<file path="config.mk">
export PLATFORM = sky130hd
export DESIGN_NAME = wwdg_top
export DESIGN_NICKNAME = d
export VERILOG_FILES = /design/src/shared/wwdg_pkg.sv /design/src/logic/wwdg_top.sv
export SDC_FILE = /design/constraint.sdc
export NUM_CORES = 1
export LEC_CHECK = 0
export ABC_AREA = 1
export BUFFER_PORTS_ARGS = -buffer_cell sky130_fd_sc_hd__clkbuf_2
export CORE_ASPECT_RATIO = 0.9
export CORE_UTILIZATION = 59
export CTS_BUF_LIST = sky130_fd_sc_hd__clkbuf_8 sky130_fd_sc_hd__clkbuf_16
export CTS_CLUSTER_DIAMETER = 80
export DETAILED_ROUTE_END_ITERATION = 10
export PLACE_DENSITY_LB_ADDON = 0.3
export SLEW_MARGIN = 20
export SYNTH_ARGS = -nofsm -noshare
export SYNTH_HDL_FRONTEND = slang
export SYNTH_SLANG_ARGS = --single-unit
</file>
<file path="constraint.sdc">
create_clock -name core_clk -period 7.55 [get_ports core_clk]
set_clock_uncertainty 0.2 [all_clocks]
set_input_delay 1.51 -clock core_clk [delete_from_list [all_inputs] [get_ports core_clk]]
set_output_delay 1.51 -clock core_clk [all_outputs]
set_load 0.02 [all_outputs]
</file>
<file path="src/shared/wwdg_pkg.sv">
/*
  Shared definitions for the windowed guard timer and its reset-cause flags: register
  indices, field positions, reset values, mode encodings and the carrier structs.
  Assumes a 32-bit APB slave whose byte address is four times the register index.
*/
package wwdg_pkg;

   // Register indices; the byte address of each register is four times its index.
   localparam logic [11:0] IDX_GUARD_CONTROL_0 = 12'hed2;
   localparam logic [11:0] IDX_GUARD_CONTROL_1 = 12'hed3;
   localparam logic [11:0] IDX_PRESCALE_LOW    = 12'hed4;
   localparam logic [11:0] IDX_PRESCALE_HIGH   = 12'hed5;
   localparam logic [11:0] IDX_GUARD_COUNT     = 12'hed6;
   localparam logic [11:0] IDX_RESET_CAUSE     = 12'hfd7;

   // Field positions of the reset-cause register.
   localparam int unsigned WV_BIT  = 5;
   localparam int unsigned TO_BIT  = 4;
   localparam int unsigned PIN_BIT = 3;
   localparam int unsigned RI_BIT  = 2;
   localparam int unsigned POR_BIT = 1;
   localparam int unsigned BOR_BIT = 0;

   // Field positions inside the two control registers.
   localparam int unsigned PS_LSB     = 1;
   localparam int unsigned CLKSEL_LSB = 4;

   // Reset values; the brown-out flag is unknown after power-up and is taken as one here.
   localparam logic [7:0] FLAGS_RST     = 8'h3d;
   localparam logic [4:0] PRESCALE_RST  = 5'h0b;
   localparam logic [2:0] CLKSEL_RST    = 3'h0;
   localparam logic [2:0] OPENING_RST   = 3'h7;

   // Configuration codes that hand a field over to software, and the last valid prescale code.
   localparam logic [4:0] PS_FROM_REG   = 5'h1f;
   localparam logic [4:0] PS_LAST_VALID = 5'h12;
   localparam logic [2:0] OPEN_FULL     = 3'h7;

   // Guard mode encodings.
   localparam logic [1:0] MODE_ALWAYS   = 2'h3;
   localparam logic [1:0] MODE_AWAKE    = 2'h2;
   localparam logic [1:0] MODE_SOFT     = 2'h1;
   localparam logic [1:0] MODE_OFF      = 2'h0;

   // Clock source encodings.
   localparam logic [2:0] CLK_LOW_OSC   = 3'h0;
   localparam logic [2:0] CLK_MID_OSC   = 3'h1;

   // Configuration word fields that steer the guard timer.
   typedef struct packed {
      logic [1:0] guardModeConfig;
      logic [2:0] configClockSelect;
      logic [4:0] configPrescale;
      logic [2:0] configOpeningSize;
   } wwdg_cfg_t;

   // Reset causes reported by the system reset controller, one-cycle pulses.
   typedef struct packed {
      logic pwrOn;
      logic brownOut;
      logic pinReset;
      logic resetInstr;
   } wwdg_rst_evt_t;

   // Byte address of a register index on the 16-bit APB address.
   function automatic logic [15:0] regAddr(input logic [11:0] idx);
      return {2'b00, idx, 2'b00};
   endfunction

endpackage

</file>
<file path="src/logic/wwdg_top.sv">
/*
  Windowed guard timer with reset-cause flags, reached over APB.
  Assumes oscillator ticks, configuration words and core events arrive synchronous
  to core_clk; the oscillator ticks are one-cycle enables from outside.
*/
// The APB slave port and the register offsets were decided locally.
module wwdg_top
   import wwdg_pkg::*;
(
   input  wire logic                    core_clk,
   input  wire logic                    rst,
   input  wire logic                    psel,
   input  wire logic                    penable,
   input  wire logic                    pwrite,
   input  wire logic [15:0]             paddr,
   input  wire logic [31:0]             pwdata,
   output logic      [31:0]             prdata,
   output logic                         pready,
   output logic                         pslverr,
   input  wire wwdg_pkg::wwdg_cfg_t     cfg,
   input  wire wwdg_pkg::wwdg_rst_evt_t rstEvt,
   input  wire logic                    lowOscTick,
   input  wire logic                    midOscTick,
   input  wire logic                    clearInstr,
   input  wire logic                    sleeping,
   input  wire logic                    sleepExitIrq,
   input  wire logic                    oscStartupRunning,
   input  wire logic                    oscFailDetect,
   output logic                         guardResetReq,
   output logic                         wakeReq,
   output logic                         timeoutStatusN,
   output logic                         powerdownStatusN
);
   import wwdg_pkg::*;

   // Bus phases: the slave answers one cycle into the access phase.
   typedef enum logic {BUS_IDLE, BUS_READY} wwdg_bus_t;

   wwdg_bus_t   busState_r;       // APB answer phase.
   logic [17:0] preCnt_r;         // Prescale counter below the window count.
   logic [4:0]  guardCount_r;     // Five-bit count that decides the window.
   logic        armed_r;          // Set by a read of control register 0.
   logic        sleepPrev_r;      // Last sleep level, to see entry and exit.
   logic [4:0]  regPrescale_r;    // Software prescale select.
   logic        softEnable_r;     // Software enable bit.
   logic [2:0]  regClkSel_r;      // Software clock select.
   logic [2:0]  regOpening_r;     // Software window select.
   logic [7:0]  flags_r;          // Reset-cause register.
   logic        resetReq_r;       // Guard reset request pulse.
   logic        wakeReq_r;        // Wake request pulse.
   logic        toN_r;            // Time-out status, active low.
   logic        pdN_r;            // Power-down status, active low.
   logic [31:0] prdata_r;         // Captured read data.
   logic        pready_r;         // Bus answer.
   logic        pslverr_r;        // Unmapped-address answer.

   logic [2:0]  clkSelEff;        // Clock source in force.
   logic        tick;             // Selected oscillator tick.
   logic        active;           // Guard timer running.
   logic [4:0]  psEff;            // Prescale select in force.
   logic [17:0] psLast;           // Terminal prescale count.
   logic [2:0]  openEff;          // Window select in force.
   logic        windowed;         // Window narrower than the whole period.
   logic [4:0]  threshold;        // First count at which the window is open.
   logic        windowOpen;       // Window currently open.
   logic        busDone;          // Transfer completes at this edge.
   logic        busWr;            // Completing write.
   logic        busRd;            // Completing read.
   logic        mapped;           // Address hits a register.
   logic        ctrlWrite;        // Write to either control register.
   logic        clearTake;        // Clear instruction seen while running.
   logic        violation;        // Clear instruction refused.
   logic        validClear;       // Clear instruction accepted.
   logic        overflow;         // Counter reached the end of the period.
   logic        anyReset;         // Any system reset cause this cycle.
   logic        holdClear;        // Count is forced to zero.
   logic [31:0] readValue;        // Register contents at the current address.

   // Terminal prescale count; codes above the last valid one give the shortest period.
   function automatic logic [17:0] prescaleLast(input logic [4:0] ps);
      logic [17:0] one;
      one = 18'h00001;
      if (ps > PS_LAST_VALID) begin
         return 18'h00000;
      end
      return (one << ps) - one;
   endfunction

   // Address compare used by both read and write decode.
   function automatic logic hit(input logic [15:0] a, input logic [11:0] idx);
      return a == regAddr(idx);
   endfunction

   // Clock source, enable and period selection.
   always_comb begin
      clkSelEff  = cfg.guardModeConfig[1] ? cfg.configClockSelect : regClkSel_r;
      // Reserved source codes give no tick, so the timer stands still.
      tick       = (clkSelEff == CLK_LOW_OSC) ? lowOscTick :
                   (clkSelEff == CLK_MID_OSC) ? midOscTick : 1'b0;
      case (cfg.guardModeConfig)
         MODE_ALWAYS: active = 1'b1;
         MODE_AWAKE:  active = !sleeping;
         MODE_SOFT:   active = softEnable_r;
         MODE_OFF:    active = 1'b0;
         default:     active = 1'b0;
      endcase
      psEff      = (cfg.configPrescale == PS_FROM_REG) ? regPrescale_r
                                                       : cfg.configPrescale;
      psLast     = prescaleLast(psEff);
      openEff    = (cfg.configOpeningSize == OPEN_FULL) ? regOpening_r
                                                        : cfg.configOpeningSize;
      windowed   = openEff != OPEN_FULL;
      // Each code below full takes one eighth more of the period as closed time.
      threshold  = {~openEff, 2'b00};
      windowOpen = guardCount_r >= threshold;
   end

   // Bus decode; the transfer completes in the cycle when pready is high.
   always_comb begin
      busDone   = psel && penable && (busState_r == BUS_READY);
      busWr     = busDone && pwrite;
      busRd     = busDone && !pwrite;
      mapped    = hit(paddr, IDX_GUARD_CONTROL_0) || hit(paddr, IDX_GUARD_CONTROL_1) ||
                  hit(paddr, IDX_PRESCALE_LOW) || hit(paddr, IDX_PRESCALE_HIGH) ||
                  hit(paddr, IDX_GUARD_COUNT) || hit(paddr, IDX_RESET_CAUSE);
      ctrlWrite = busWr && (hit(paddr, IDX_GUARD_CONTROL_0) ||
                            hit(paddr, IDX_GUARD_CONTROL_1));
   end

   // Clear, violation, overflow and the conditions that hold the count at zero.
   always_comb begin
      clearTake  = active && clearInstr;
      violation  = clearTake && windowed && (!armed_r || !windowOpen);
      validClear = clearTake && !violation;
      overflow   = active && tick && (preCnt_r == psLast) && (guardCount_r == 5'h1f);
      anyReset   = rstEvt.pwrOn || rstEvt.brownOut || rstEvt.pinReset ||
                   rstEvt.resetInstr || resetReq_r;
      // The divider select of the core oscillator is not an input at all.
      holdClear  = anyReset || validClear || violation || !active ||
                   (sleeping != sleepPrev_r) || sleepExitIrq ||
                   oscStartupRunning || oscFailDetect ||
                   ctrlWrite;
   end

   // Read multiplexer; unused and reserved bits read as zero.
   always_comb begin
      readValue = 32'h00000000;
      if (hit(paddr, IDX_GUARD_CONTROL_0)) begin
         readValue[PS_LSB +: 5] = psEff;
         readValue[0]           = softEnable_r;
      end else if (hit(paddr, IDX_GUARD_CONTROL_1)) begin
         readValue[CLKSEL_LSB +: 3] = clkSelEff;
         readValue[2:0]             = openEff;
      end else if (hit(paddr, IDX_PRESCALE_LOW)) begin
         readValue[7:0] = preCnt_r[9:2];
      end else if (hit(paddr, IDX_PRESCALE_HIGH)) begin
         readValue[7:0] = preCnt_r[17:10];
      end else if (hit(paddr, IDX_GUARD_COUNT)) begin
         readValue[7:0] = {guardCount_r, active, preCnt_r[1:0]};
      end else if (hit(paddr, IDX_RESET_CAUSE)) begin
         readValue[7:0] = flags_r;
      end
   end

   // APB answer: one wait cycle, so that read data comes straight from a flip-flop.
   always_ff @(posedge core_clk or posedge rst) begin
      if (rst) begin
         busState_r <= BUS_IDLE;
         pready_r   <= 1'b0;
         pslverr_r  <= 1'b0;
         prdata_r   <= 32'h00000000;
      end else if (busState_r == BUS_IDLE && psel && penable) begin
         busState_r <= BUS_READY;
         pready_r   <= 1'b1;
         pslverr_r  <= !mapped;
         prdata_r   <= pwrite ? 32'h00000000 : readValue;
      end else begin
         busState_r <= BUS_IDLE;
         pready_r   <= 1'b0;
         pslverr_r  <= 1'b0;
      end
   end

   // Software fields; the enable bit takes any write, the clock select only while configClockSelect is 7, the rest only while handed over.
   always_ff @(posedge core_clk or posedge rst) begin
      if (rst) begin
         regPrescale_r <= PRESCALE_RST;
         softEnable_r  <= 1'b0;
         regClkSel_r   <= CLKSEL_RST;
         regOpening_r  <= OPENING_RST;
      end else if (busWr && hit(paddr, IDX_GUARD_CONTROL_0)) begin
         softEnable_r <= pwdata[0];
         if (cfg.configPrescale == PS_FROM_REG) begin
            regPrescale_r <= pwdata[PS_LSB +: 5];
         end
      end else if (busWr && hit(paddr, IDX_GUARD_CONTROL_1)) begin
         if (cfg.configClockSelect == 3'h7) begin
            regClkSel_r <= pwdata[CLKSEL_LSB +: 3];
         end
         if (cfg.configOpeningSize == OPEN_FULL) begin
            regOpening_r <= pwdata[2:0];
         end
      end
   end

   // Arming: a read of control register 0 arms, an accepted or refused clear disarms.
   // A clear in the same cycle as the arming read wins, so the read must come first.
   always_ff @(posedge core_clk or posedge rst) begin
      if (rst) begin
         armed_r <= 1'b0;
      end else if (clearTake || anyReset) begin
         armed_r <= 1'b0;
      end else if (busRd && hit(paddr, IDX_GUARD_CONTROL_0)) begin
         armed_r <= 1'b1;
      end
   end

   // Guard counter: prescaler below, five-bit window count above.
   always_ff @(posedge core_clk or posedge rst) begin
      if (rst) begin
         preCnt_r     <= 18'h00000;
         guardCount_r <= 5'h00;
         sleepPrev_r  <= 1'b0;
      end else begin
         sleepPrev_r <= sleeping;
         if (holdClear || overflow) begin
            preCnt_r     <= 18'h00000;
            guardCount_r <= 5'h00;
         end else if (tick) begin
            if (preCnt_r == psLast) begin
               preCnt_r     <= 18'h00000;
               guardCount_r <= guardCount_r + 5'h01;
            end else begin
               preCnt_r <= preCnt_r + 18'h00001;
            end
         end
      end
   end

   // Reset and wake requests; a time-out asleep wakes the core instead of resetting it.
   always_ff @(posedge core_clk or posedge rst) begin
      if (rst) begin
         resetReq_r <= 1'b0;
         wakeReq_r  <= 1'b0;
      end else begin
         resetReq_r <= violation || (overflow && !sleeping);
         wakeReq_r  <= overflow && sleeping;
      end
   end

   // Core status bits: both drop on a wake by time-out, sleep entry drops power-down.
   always_ff @(posedge core_clk or posedge rst) begin
      if (rst) begin
         toN_r <= 1'b1;
         pdN_r <= 1'b1;
      end else if (overflow && sleeping) begin
         toN_r <= 1'b0;
         pdN_r <= 1'b0;
      end else if (validClear || rstEvt.pwrOn) begin
         toN_r <= 1'b1;
         pdN_r <= 1'b1;
      end else if (sleeping && !sleepPrev_r) begin
         pdN_r <= 1'b0;
      end
   end

   // Reset-cause flags. Software may write any value to bits 5:0 (7:6 stay zero) and no write starts a reset;
   // a hardware cause in the same cycle wins over the write so no event is lost.
   always_ff @(posedge core_clk or posedge rst) begin
      if (rst) begin
         flags_r <= FLAGS_RST;
      end else begin
         logic [7:0] f;
         f = flags_r;
         if (busWr && hit(paddr, IDX_RESET_CAUSE)) begin
            f = {2'b00, pwdata[5:0]};
         end
         if (rstEvt.pwrOn || rstEvt.brownOut) begin
            f[WV_BIT]  = 1'b1;
            f[TO_BIT]  = 1'b1;
            f[PIN_BIT] = 1'b1;
            f[RI_BIT]  = 1'b1;
         end
         if (rstEvt.pwrOn) begin
            f[POR_BIT] = 1'b0;
         end
         if (rstEvt.brownOut) begin
            f[BOR_BIT] = 1'b0;
         end
         if (rstEvt.pinReset) begin
            f[PIN_BIT] = 1'b0;
         end
         if (rstEvt.resetInstr) begin
            f[RI_BIT] = 1'b0;
         end
         if (violation) begin
            f[WV_BIT] = 1'b0;
         end
         if (overflow) begin
            f[TO_BIT] = 1'b0;
         end
         flags_r <= f;
      end
   end

   // Outputs come straight from flip-flops.
   assign prdata           = prdata_r;
   assign pready           = pready_r;
   assign pslverr          = pslverr_r;
   assign guardResetReq    = resetReq_r;
   assign wakeReq          = wakeReq_r;
   assign timeoutStatusN   = toN_r;
   assign powerdownStatusN = pdN_r;
endmodule

</file>
=== After elaboration in Yosys (flattened, before gate mapping) ===
Index checks and enable logic that the tools add are counted.

* Bitwise logic cells: 3
* Reduce and logical (&&, ||, !) cells: 68
* Magnitude comparators: 2
* $mul: 0
* Muxes and demuxes: 43
* Equal/unequal tests: 17
* Div/mod/pow operators: 0
* Shifts and indexed selects: 1
* Add/subtract/negate cells: 3

{| class="wikitable"
|+ Operator list
! cell !! count
|-
| $eq 16x14->1 const B || 6
|-
| $mux 18 || 5
|-
| $mux 8 || 4
|-
| $logic_or 1x1->1 || 22
|-
| $logic_and 1x1->1 || 21
|-
| $mux 1 || 20
|-
| $mux 5 || 4
|-
| $add 18x1->18 const B || 1
|-
| $eq 18x18->1 || 1
|-
| $mux 6 || 3
|-
| $shl 1x5->18 const A || 1
|-
| $sub 18x1->18 const B || 1
|-
| $reduce_bool 3->1 || 5
|-
| $mux 3 || 4
|-
| $reduce_bool 2->1 || 6
|-
| $eq 5x5->1 const B || 2
|-
| $logic_not 1->1 || 8
|-
| $eq 3x3->1 const B || 2
|-
| $reduce_and 3->1 || 2
|-
| $add 5x1->5 const B || 1
|-
| $ge 5x5->1 || 1
|-
| $gt 5x5->1 const B || 1
|-
| $eq 2x2->1 const B || 2
|-
| $mux 4 || 1
|-
| other kinds (11) || 13
|}

* Bits in registers: 81
* Word-level logic and storage cells: 158
* Output and inout port bits: 38
* Bits of input ports: 77
* Memories: 0
* Memory bits (writable): 0
* Bits in read-only memories: 0
* Latch bits: 0

=== Depth between registers and ports, before layout ===
Gate-level depths: netlist of run 1.

* Depth after elaboration: 20
* Gate-level depth with buffers: 26
* Depth with buffers taken out: 25

=== Least setup slack after synthesis of run 1 ===
Ideal clock, no wire load.

* Path type: input to register
* From: in cfg[3] (netlist name)
* To: reg guardCount_r[4]
* Cell stages on the path: 25
* Path buffers: 1
* Data required time: 7.233 ns
* Setup time: 0.117 ns
* Setup slack: 3.332 ns
* Arrival time: 3.901 ns
* Cells stage by stage: nand2_1 nor2_2 nand3_2 nand2_2 nand2_1 nor2_1 nand2_1 ha_1 nand2_1 nor2_1 a21oi_1 nand2_1 nand2_1 nand2_1 nor2_1 nand2_1 nor2_4 nand4_4 nand3_2 nand2_2 buf_6 clkinv_2 nand2_1 o21ai_1 inv_1

* Word-level cells in the longest chain between the ends: 11

{| class="wikitable"
|+ RTL lines
! element !! line !! source
|-
| start: declaration || wwdg_top.sv:20 || <nowiki>input wire wwdg_pkg::wwdg_cfg_t cfg,</nowiki>
|-
| $eq 5x5->1 || wwdg_top.sv:107 || <nowiki>psEff = (cfg.configPrescale == PS_FROM_REG) ? regPrescale_r</nowiki>
|-
| $mux 5 * || wwdg_top.sv:107 ||
|-
| $shl 1x5->18 / $gt 5x5->1 (equally long branches) || wwdg_top.sv:86, wwdg_top.sv:83 ||
|-
| $sub 18x1->18 / $mux 1 (equally long branches) || wwdg_top.sv:86, wwdg_top.sv:83 ||
|-
| $mux 18 * || wwdg_top.sv:86 || <nowiki>return (one << ps) - one;</nowiki>
|-
| $eq 18x18->1 * || wwdg_top.sv:135, wwdg_top.sv:230 ||
|-
| $logic_and 1x1->1 (2 in a row) || wwdg_top.sv:135 || <nowiki>overflow = active && tick && (preCnt_r == psLast) && (guardCount_r == 5'h1f);</nowiki>
|-
| $logic_or 1x1->1 || wwdg_top.sv:226 || <nowiki>if (holdClear || overflow) begin</nowiki>
|-
| $reduce_bool 2->1 (no source line) || n/a ||
|-
| $reduce_and 2->1 (no source line) || n/a ||
|-
| end signal: assignment || wwdg_top.sv:232 || <nowiki>guardCount_r <= guardCount_r + 5'h01;</nowiki>
|-
| end: declaration || wwdg_top.sv:41 || <nowiki>logic [4:0] guardCount_r;</nowiki>
|}

Mark *: on every way between the ends. The rest lies on a longest branch, timed or not.
A chain may end at the register's enable or synchronous reset.

=== Worst setup path after layout of run 1 ===
Same ends and word-level chain as after synthesis.

==> metrics.cfg, run 1 <==
[global_routing]
grt_first_pass_wirelength_mm = 22.80
antenna_found_initial = 0
grt.total_usage_pct = 35.85
grt_pass1_vias = 4834
grt_max_degree = 58
grt_overflow_total = 0

[setup_path]
cp-start-kind = primary input
cp_data_arrival_time_ns = 5.15
cp.required_ns = 7.60
worstSetupPathType = primary input to register
worst-path-max-fanout = 20
critPathCaptureType = register

[routing]
drt-total-wl_mm = 13.87
vias = 5240
via_per_inst = 5.809
dr.pass1.iters = 5
antenna_left = 0
drc_errors = 0
drt-initial-drc-count = 606
routedWlPerCell_um = 15.38

[hold_path]
hp-class = register to register

[sta]
rsz0062_at_grt = no
timing.setup.tns_ns = 0
max_freq_mhz = 196.1
relSlewSlack_pct = 50.42
hold_viol = 0
tightestPinTransition_ns = 0.7393
finalCriticalPeriod_ns = 5.100
fin_hold_ws_ns = 0.3032
slew_viol_final = 0
fin_crit_sh_pct = 67.55
setup_viol = 0

[floorplan]
start_util_pct = 61.86
num_rows = 30
die_x_um = 96.45
num_io_pins = 115
dieArea_mm2 = 0.008392
fp.dieH_um = 87.01
coreArea_mm2 = 0.007657

[status]
status = finished clean

[logic_synthesis]
synth_warnings = 0
avgSynthCellArea_um2 = 6.436
yosys.area.top_type = dfrtp_1
yosysSeqAreaShare_pct = 30.45
synth_xor_area_share_pct = 0.1849
syn_area_mm2 = 0.004737
ys_ff_latch = 57
synth_top_cell_area_share_pct = 23.24
synth_simple_gate_area_share_pct = 38.01
synth_compound_area_share_pct = 14.29
synth_adder_area_share_pct = 2.377
ys_async_sr_fraction_pct = 100.0
synth_area_leaders = dfrtp_1, nand2_1, inv_1
synth_edf_count = 0
synth-main-ff-cell = dfrtp_1
synth_top_family_by_area = simple AND/OR/NAND/NOR gates
synth_cells = 736
synth_commonest_cells = nand2_1, inv_1, nor2_1
yosys-mux-area-fraction_pct = 0.2377
post-synth-top-count-cell = nand2_1
synth.distinct_cells = 47

[placement]
routabilityCongestion = 0.9506
dp_hpwl_mm = 10.88
io_buffers = 65

[cts]
holdBufCountCts = 0
clock_sinks = 57
ctsResizeCount = 0
clock_latency_ns = 0.35
clk_path_buf_depth = 2
cts.clk_slew.worst_paths_ns = 0.07
cts-htree-levels = 3
root_buffer = clkbuf_8
cts_tree = yes
post_cts_buffers = 0
cts_buffers = 9

[cells_and_area]
antennaDiodeCount = 0
final_layout_size_suffix_gt1_share_pct = 15.14
layout.nets = 887
area_growth_pct = 10.12

[power_and_ir_drop]
pwr_density_cell_mw_per_mm2 = 139.8
peakVddDrop_mv = 0.1180
p_leak_nw = 2.631

[job]
max_cap_viol_count = 0

[path summary, 6_finish.rpt]
check | start | slack (ns) | cells after the start | endpoint
setup / recovery | cfg[3] | 2.45 | 23 | guardCount_r[4]
hold / removal | regPrescale_r[4] | 0.30 | 2 | regPrescale_r[4]
setup reg to reg | regPrescale_r[3] | 3.48 | 15 | guardCount_r[1]
hold reg to reg | regPrescale_r[4] | 0.30 | 2 | regPrescale_r[4]
max in group asynchronous | rst | 5.55 | 3 | prdata[5]
min in group asynchronous | rst | 1.13 | 3 | sleepPrev_r
[report_power, final]
group	switching [mW]	internal, mW	total [mW]
Combinational	0.0916	0.0391	0.131
Sequential	0.00191	0.309	0.311
Clock	0.135	0.152	0.287
Total	0.229	0.500	0.729
[cell families (layout without fill, tap and decap cells)]
family | Yosys count | count (layout)
buffers and inverters | 148 | 195
AOI/OAI and AO/OA | 114 | 114
and+or+nand+nor | 405 | 405
DFF | 57 | 57
other | 1 | 24
adders and majority gates | 9 | 9
xor gates and xnor gates | 1 | 1
muxes | 1 | 1
[cell usage in the layout (no fill, tap or decap), drive strengths merged, types with 7 or more instances in the layout]
cell type    n
a21oi       27
clkbuf      74
conb        24
dfrtp       44
dfstp       13
ha           9
inv        111
nand2      194
nand3       57
nand4       25
nor2        94
nor3        20
nor4         8
o211ai       9
o21ai       48
o22ai        7
[stage by stage]
| stage | power (mW) | utilization [%] | std cells | setup slack (ns) | instance area (um^2) |
|---|---|---|---|---|---|
| floorplan | 0.4174 | - | 759 | 3.332 | 4823 |
| global placement | 0.4413 | 65.57 | 886 | 2.355 | 5021 |
| finish | 0.7290 | 68.12 | 902 | 2.450 | 5216 |
| detailed placement | 0.4442 | 65.57 | 886 | 2.200 | 5021 |
| CTS | 0.7286 | 68.12 | 902 | 2.558 | 5216 |
| global route | 0.7605 | 68.12 | 902 | 2.143 | 5216 |
[sequential cells by signal (all words and copies together) (netlist names)]
register / flops
regPrescale_r: 5
armed_r: 1
timeoutStatusN: 1
pslverr: 1
wakeReq: 1
prdata: 8
guardCount_r: 5
flags_r: 6
powerdownStatusN: 1
regOpening_r: 3
regClkSel_r: 3
pready: 1
sleepPrev_r: 1
softEnable_r: 1
guardResetReq: 1
preCnt_r: 18
[layer usage]
| layer | up-vias | track usage, % | part of all wire, % |
|---|---|---|---|
| met3 | 38 | 6.457 | 9.5 |
| met5 | - | 0 | 0 |
| li1 | 2514 | - | - |
| met1 | 2394 | 49.34 | 44 |
| met2 | 294 | 56.27 | 44 |
| met4 | 0 | 12.97 | 2.5 |
[final cells by class]
class	count	area [um^2]
well taps	96	120.1
flip-flops and latches	57	1443
repair buffers	66	332.8
inverters	113	425.4
fillers	674	2441
multi-input cells	554	2700
clock inverters	7	71.32
clock buffers	9	123.9
[critical path, cell delays in order]
cell      delay [ns]
clkbuf_2        0.12
nand2_1         0.09
nor2_2          0.19
a21oi_1         0.18
nor2_2          0.41
nand2_1         0.19
ha_1            0.33
nand3_1         0.19
nand3_1         0.11
nand2_1         0.12
nand2_1         0.06
nor2_1          0.10
nand2_1         0.06
nor2_1          0.12
nand2_1         0.10
nor2_4          0.12
nand4_4         0.16
nand3_2         0.30
nand2_2         0.31
clkinv_2        0.15
nand2_1         0.07
o21ai_1         0.08
inv_1           0.05
(Power assumes the default switching activity.)
==> run 2: changes to the inputs <==
- CORE_UTILIZATION: 59 -> 55
- clock period: 7.55 -> 5.2 ns (I/O delays scaled with it)
==> metrics.cfg, run 2 (synthesis gave the netlist of run 1 again) <==
[hold_path]
hp-start = regClkSel_r[1]
hp-class = register to register
hold_path_depth = 2  ; unchanged

[cts]
cts_tree = yes
cts_buffers = 9  ; unchanged
clk_path_buf_depth = 2  ; unchanged
cts.clk_slew.worst_paths_ns = 0.07  ; about the same
cts-htree-levels = 3  ; unchanged
root_buffer = clkbuf_8
clock_sinks = 57  ; unchanged
clock_latency_ns = 0.34  ; about the same
post_cts_buffers = 0  ; unchanged
holdBufCountCts = 0  ; unchanged
ctsResizeCount = 0  ; unchanged

[sta]
finalCriticalPeriod_ns = 4.576
setup_viol = 0  ; unchanged
tightestPinTransition_ns = 0.7427  ; +0.003447 ns
timing.setup.tns_ns = 0  ; unchanged
fin_crit_sh_pct = 88.01
max_freq_mhz = 218.5
slew_viol_final = 0  ; unchanged
rsz0062_at_grt = no
relSlewSlack_pct = 50.18  ; -0.23 points
hold_viol = 0  ; unchanged

[cells_and_area]
largest_reg_flops = 18  ; unchanged
final_cells = 922  ; +2.2%
fillers = 763  ; +13%
layout_common_cells = nand2_1, inv_1, nor2_1
post-route-util_pct = 64.15  ; -4.0 points
multi_input_area_mm2 = 0.002700  ; unchanged
seq_area_mm2 = 0.001443  ; unchanged
top_register = preCnt_r
layout.nets = 888  ; +0.11%
layout_commonest_cell = nand2_1
area_growth_pct = 10.83
antennaDiodeCount = 0  ; unchanged
final_layout_size_suffix_gt1_share_pct = 15.24  ; +0.11 points

[power_and_ir_drop]
p_leak_nw = 2.642  ; +0.43%
peakVddDrop_mv = 0.1679  ; +42%
pwr_density_cell_mw_per_mm2 = 203.7  ; +46%

[global_routing]
antenna_found_initial = 0  ; unchanged
grt_max_degree = 58  ; unchanged
grt_pass1_vias = 4721  ; -2.3%
grt.total_usage_pct = 32.36  ; -3.5 points
grt_overflow_total = 0  ; unchanged
grt_first_pass_wirelength_mm = 22.84  ; +0.18%

[setup_path]
rr_worst_depth = 15  ; unchanged
cp_common_cell = nand2_1
critPathCaptureType = register
cp_data_arrival_time_ns = 4.58  ; -0.57 ns
max_stage_delay_ns = 0.43  ; +0.02 ns
crit_chain = clkbuf_2 -> nand2_1 -> nor2_2 -> a21oi_1 -> nor2_2 -> nand2_1 -> ha_1 -> nand2_1 -> nor2_1 -> a21oi_1 -> nand3_1 -> nand2_1 -> nor2_1 -> nand2_1 -> nor2_4 -> nand4_4 -> nand3_2 -> nand2_2 -> clkinv_2 -> nand3_1 -> o21ai_0
reg2reg_from = regPrescale_r[3]
worst-path-max-fanout = 20  ; unchanged
cp.required_ns = 5.21  ; -2.39 ns
cp_slowest_cell = nand2_2
cp-start-kind = primary input
startpoint = cfg[3]
worstSetupPathType = primary input to register

[floorplan]
num_rows = 31  ; +3.3%
num_io_pins = 115  ; unchanged
start_util_pct = 57.88  ; -4.0 points
dieArea_mm2 = 0.008989  ; +7.1%
die_x_um = 99.83  ; +3.5%
coreArea_mm2 = 0.008184  ; +6.9%
fp.dieH_um = 90.05  ; +3.5%

[routing]
drt-total-wl_mm = 14.02  ; +1.0%
vias = 5210  ; -0.57%
routedWlPerCell_um = 15.20  ; -1.1%
drc_errors = 0  ; unchanged
dr.pass1.iters = 5  ; unchanged
antenna_left = 0  ; unchanged
via_per_inst = 5.651  ; -2.7%
drt-initial-drc-count = 525  ; -13%

[placement]
io_buffers = 65  ; unchanged
routabilityCongestion = 0.9329  ; -1.9%
place_inst = 906  ; +2.3%
dp_hpwl_mm = 11.01  ; +1.2%

[job]
max_cap_viol_count = 0  ; unchanged

[status]
status = finished clean

run 2: routing by layer:
metal,vias up,wire [um],global-route usage (%)
li1,2506,-,-
met1,2369,5986,45.08
met2,299,6381,51.61
met3,36,1367,5.832
met4,0,282,8.456
met5,-,0,0
run 2: worst paths after layout:
path / to / slack, ns
min in group asynchronous: preCnt_r[11] / 0.69
min reg2reg: regClkSel_r[1] / 0.29
max reg2reg: guardCount_r[1] / 1.04
max: guardCount_r[1] / 0.62
min: regClkSel_r[1] / 0.29
max in group asynchronous: prdata[3] / 3.64
run 2: final cells by class:
cell class	instances	area share, %
Clock buffer	10	2.622
Clock inverter	6	1.144
Inverter	113	8.103
Multi-Input combinational cell	554	51.43
Sequential cell	57	27.48
Tap cell	115	2.741
Timing Repair Buffer	67	6.482
run 2: stage by stage:
step / hold WS [ns] / area (um^2) / setup WS [ns] / power (mW)
CTS: 0.2963 / 5250 / 0.6972 / 1.070
finish: 0.2939 / 5250 / 0.6237 / 1.070
global placement: 0.2702 / 5052 / 0.4744 / 0.6436
global route: 0.3224 / 5250 / 0.2300 / 1.119
detailed placement: 0.2791 / 5052 / 0.3875 / 0.6489
floorplan: 0.2478 / 4823 / 1.452 / 0.6060
run 2: where the power goes:
| part | internal (mW) | total [mW] | switching [mW] |
|---|---|---|---|
| Clock | 0.232 | 0.424 | 0.192 |
| Combinational | 0.0574 | 0.193 | 0.136 |
| Sequential | 0.449 | 0.452 | 0.00297 |
| Total | 0.738 | 1.07 | 0.331 |
run 2: critical path: cells and delay by family:
kind,cells,cell delay (ns)
fa+ha+maj,1,0.33
buf+inv,2,0.28
simple gates,15,2.40
compound gates,3,0.51
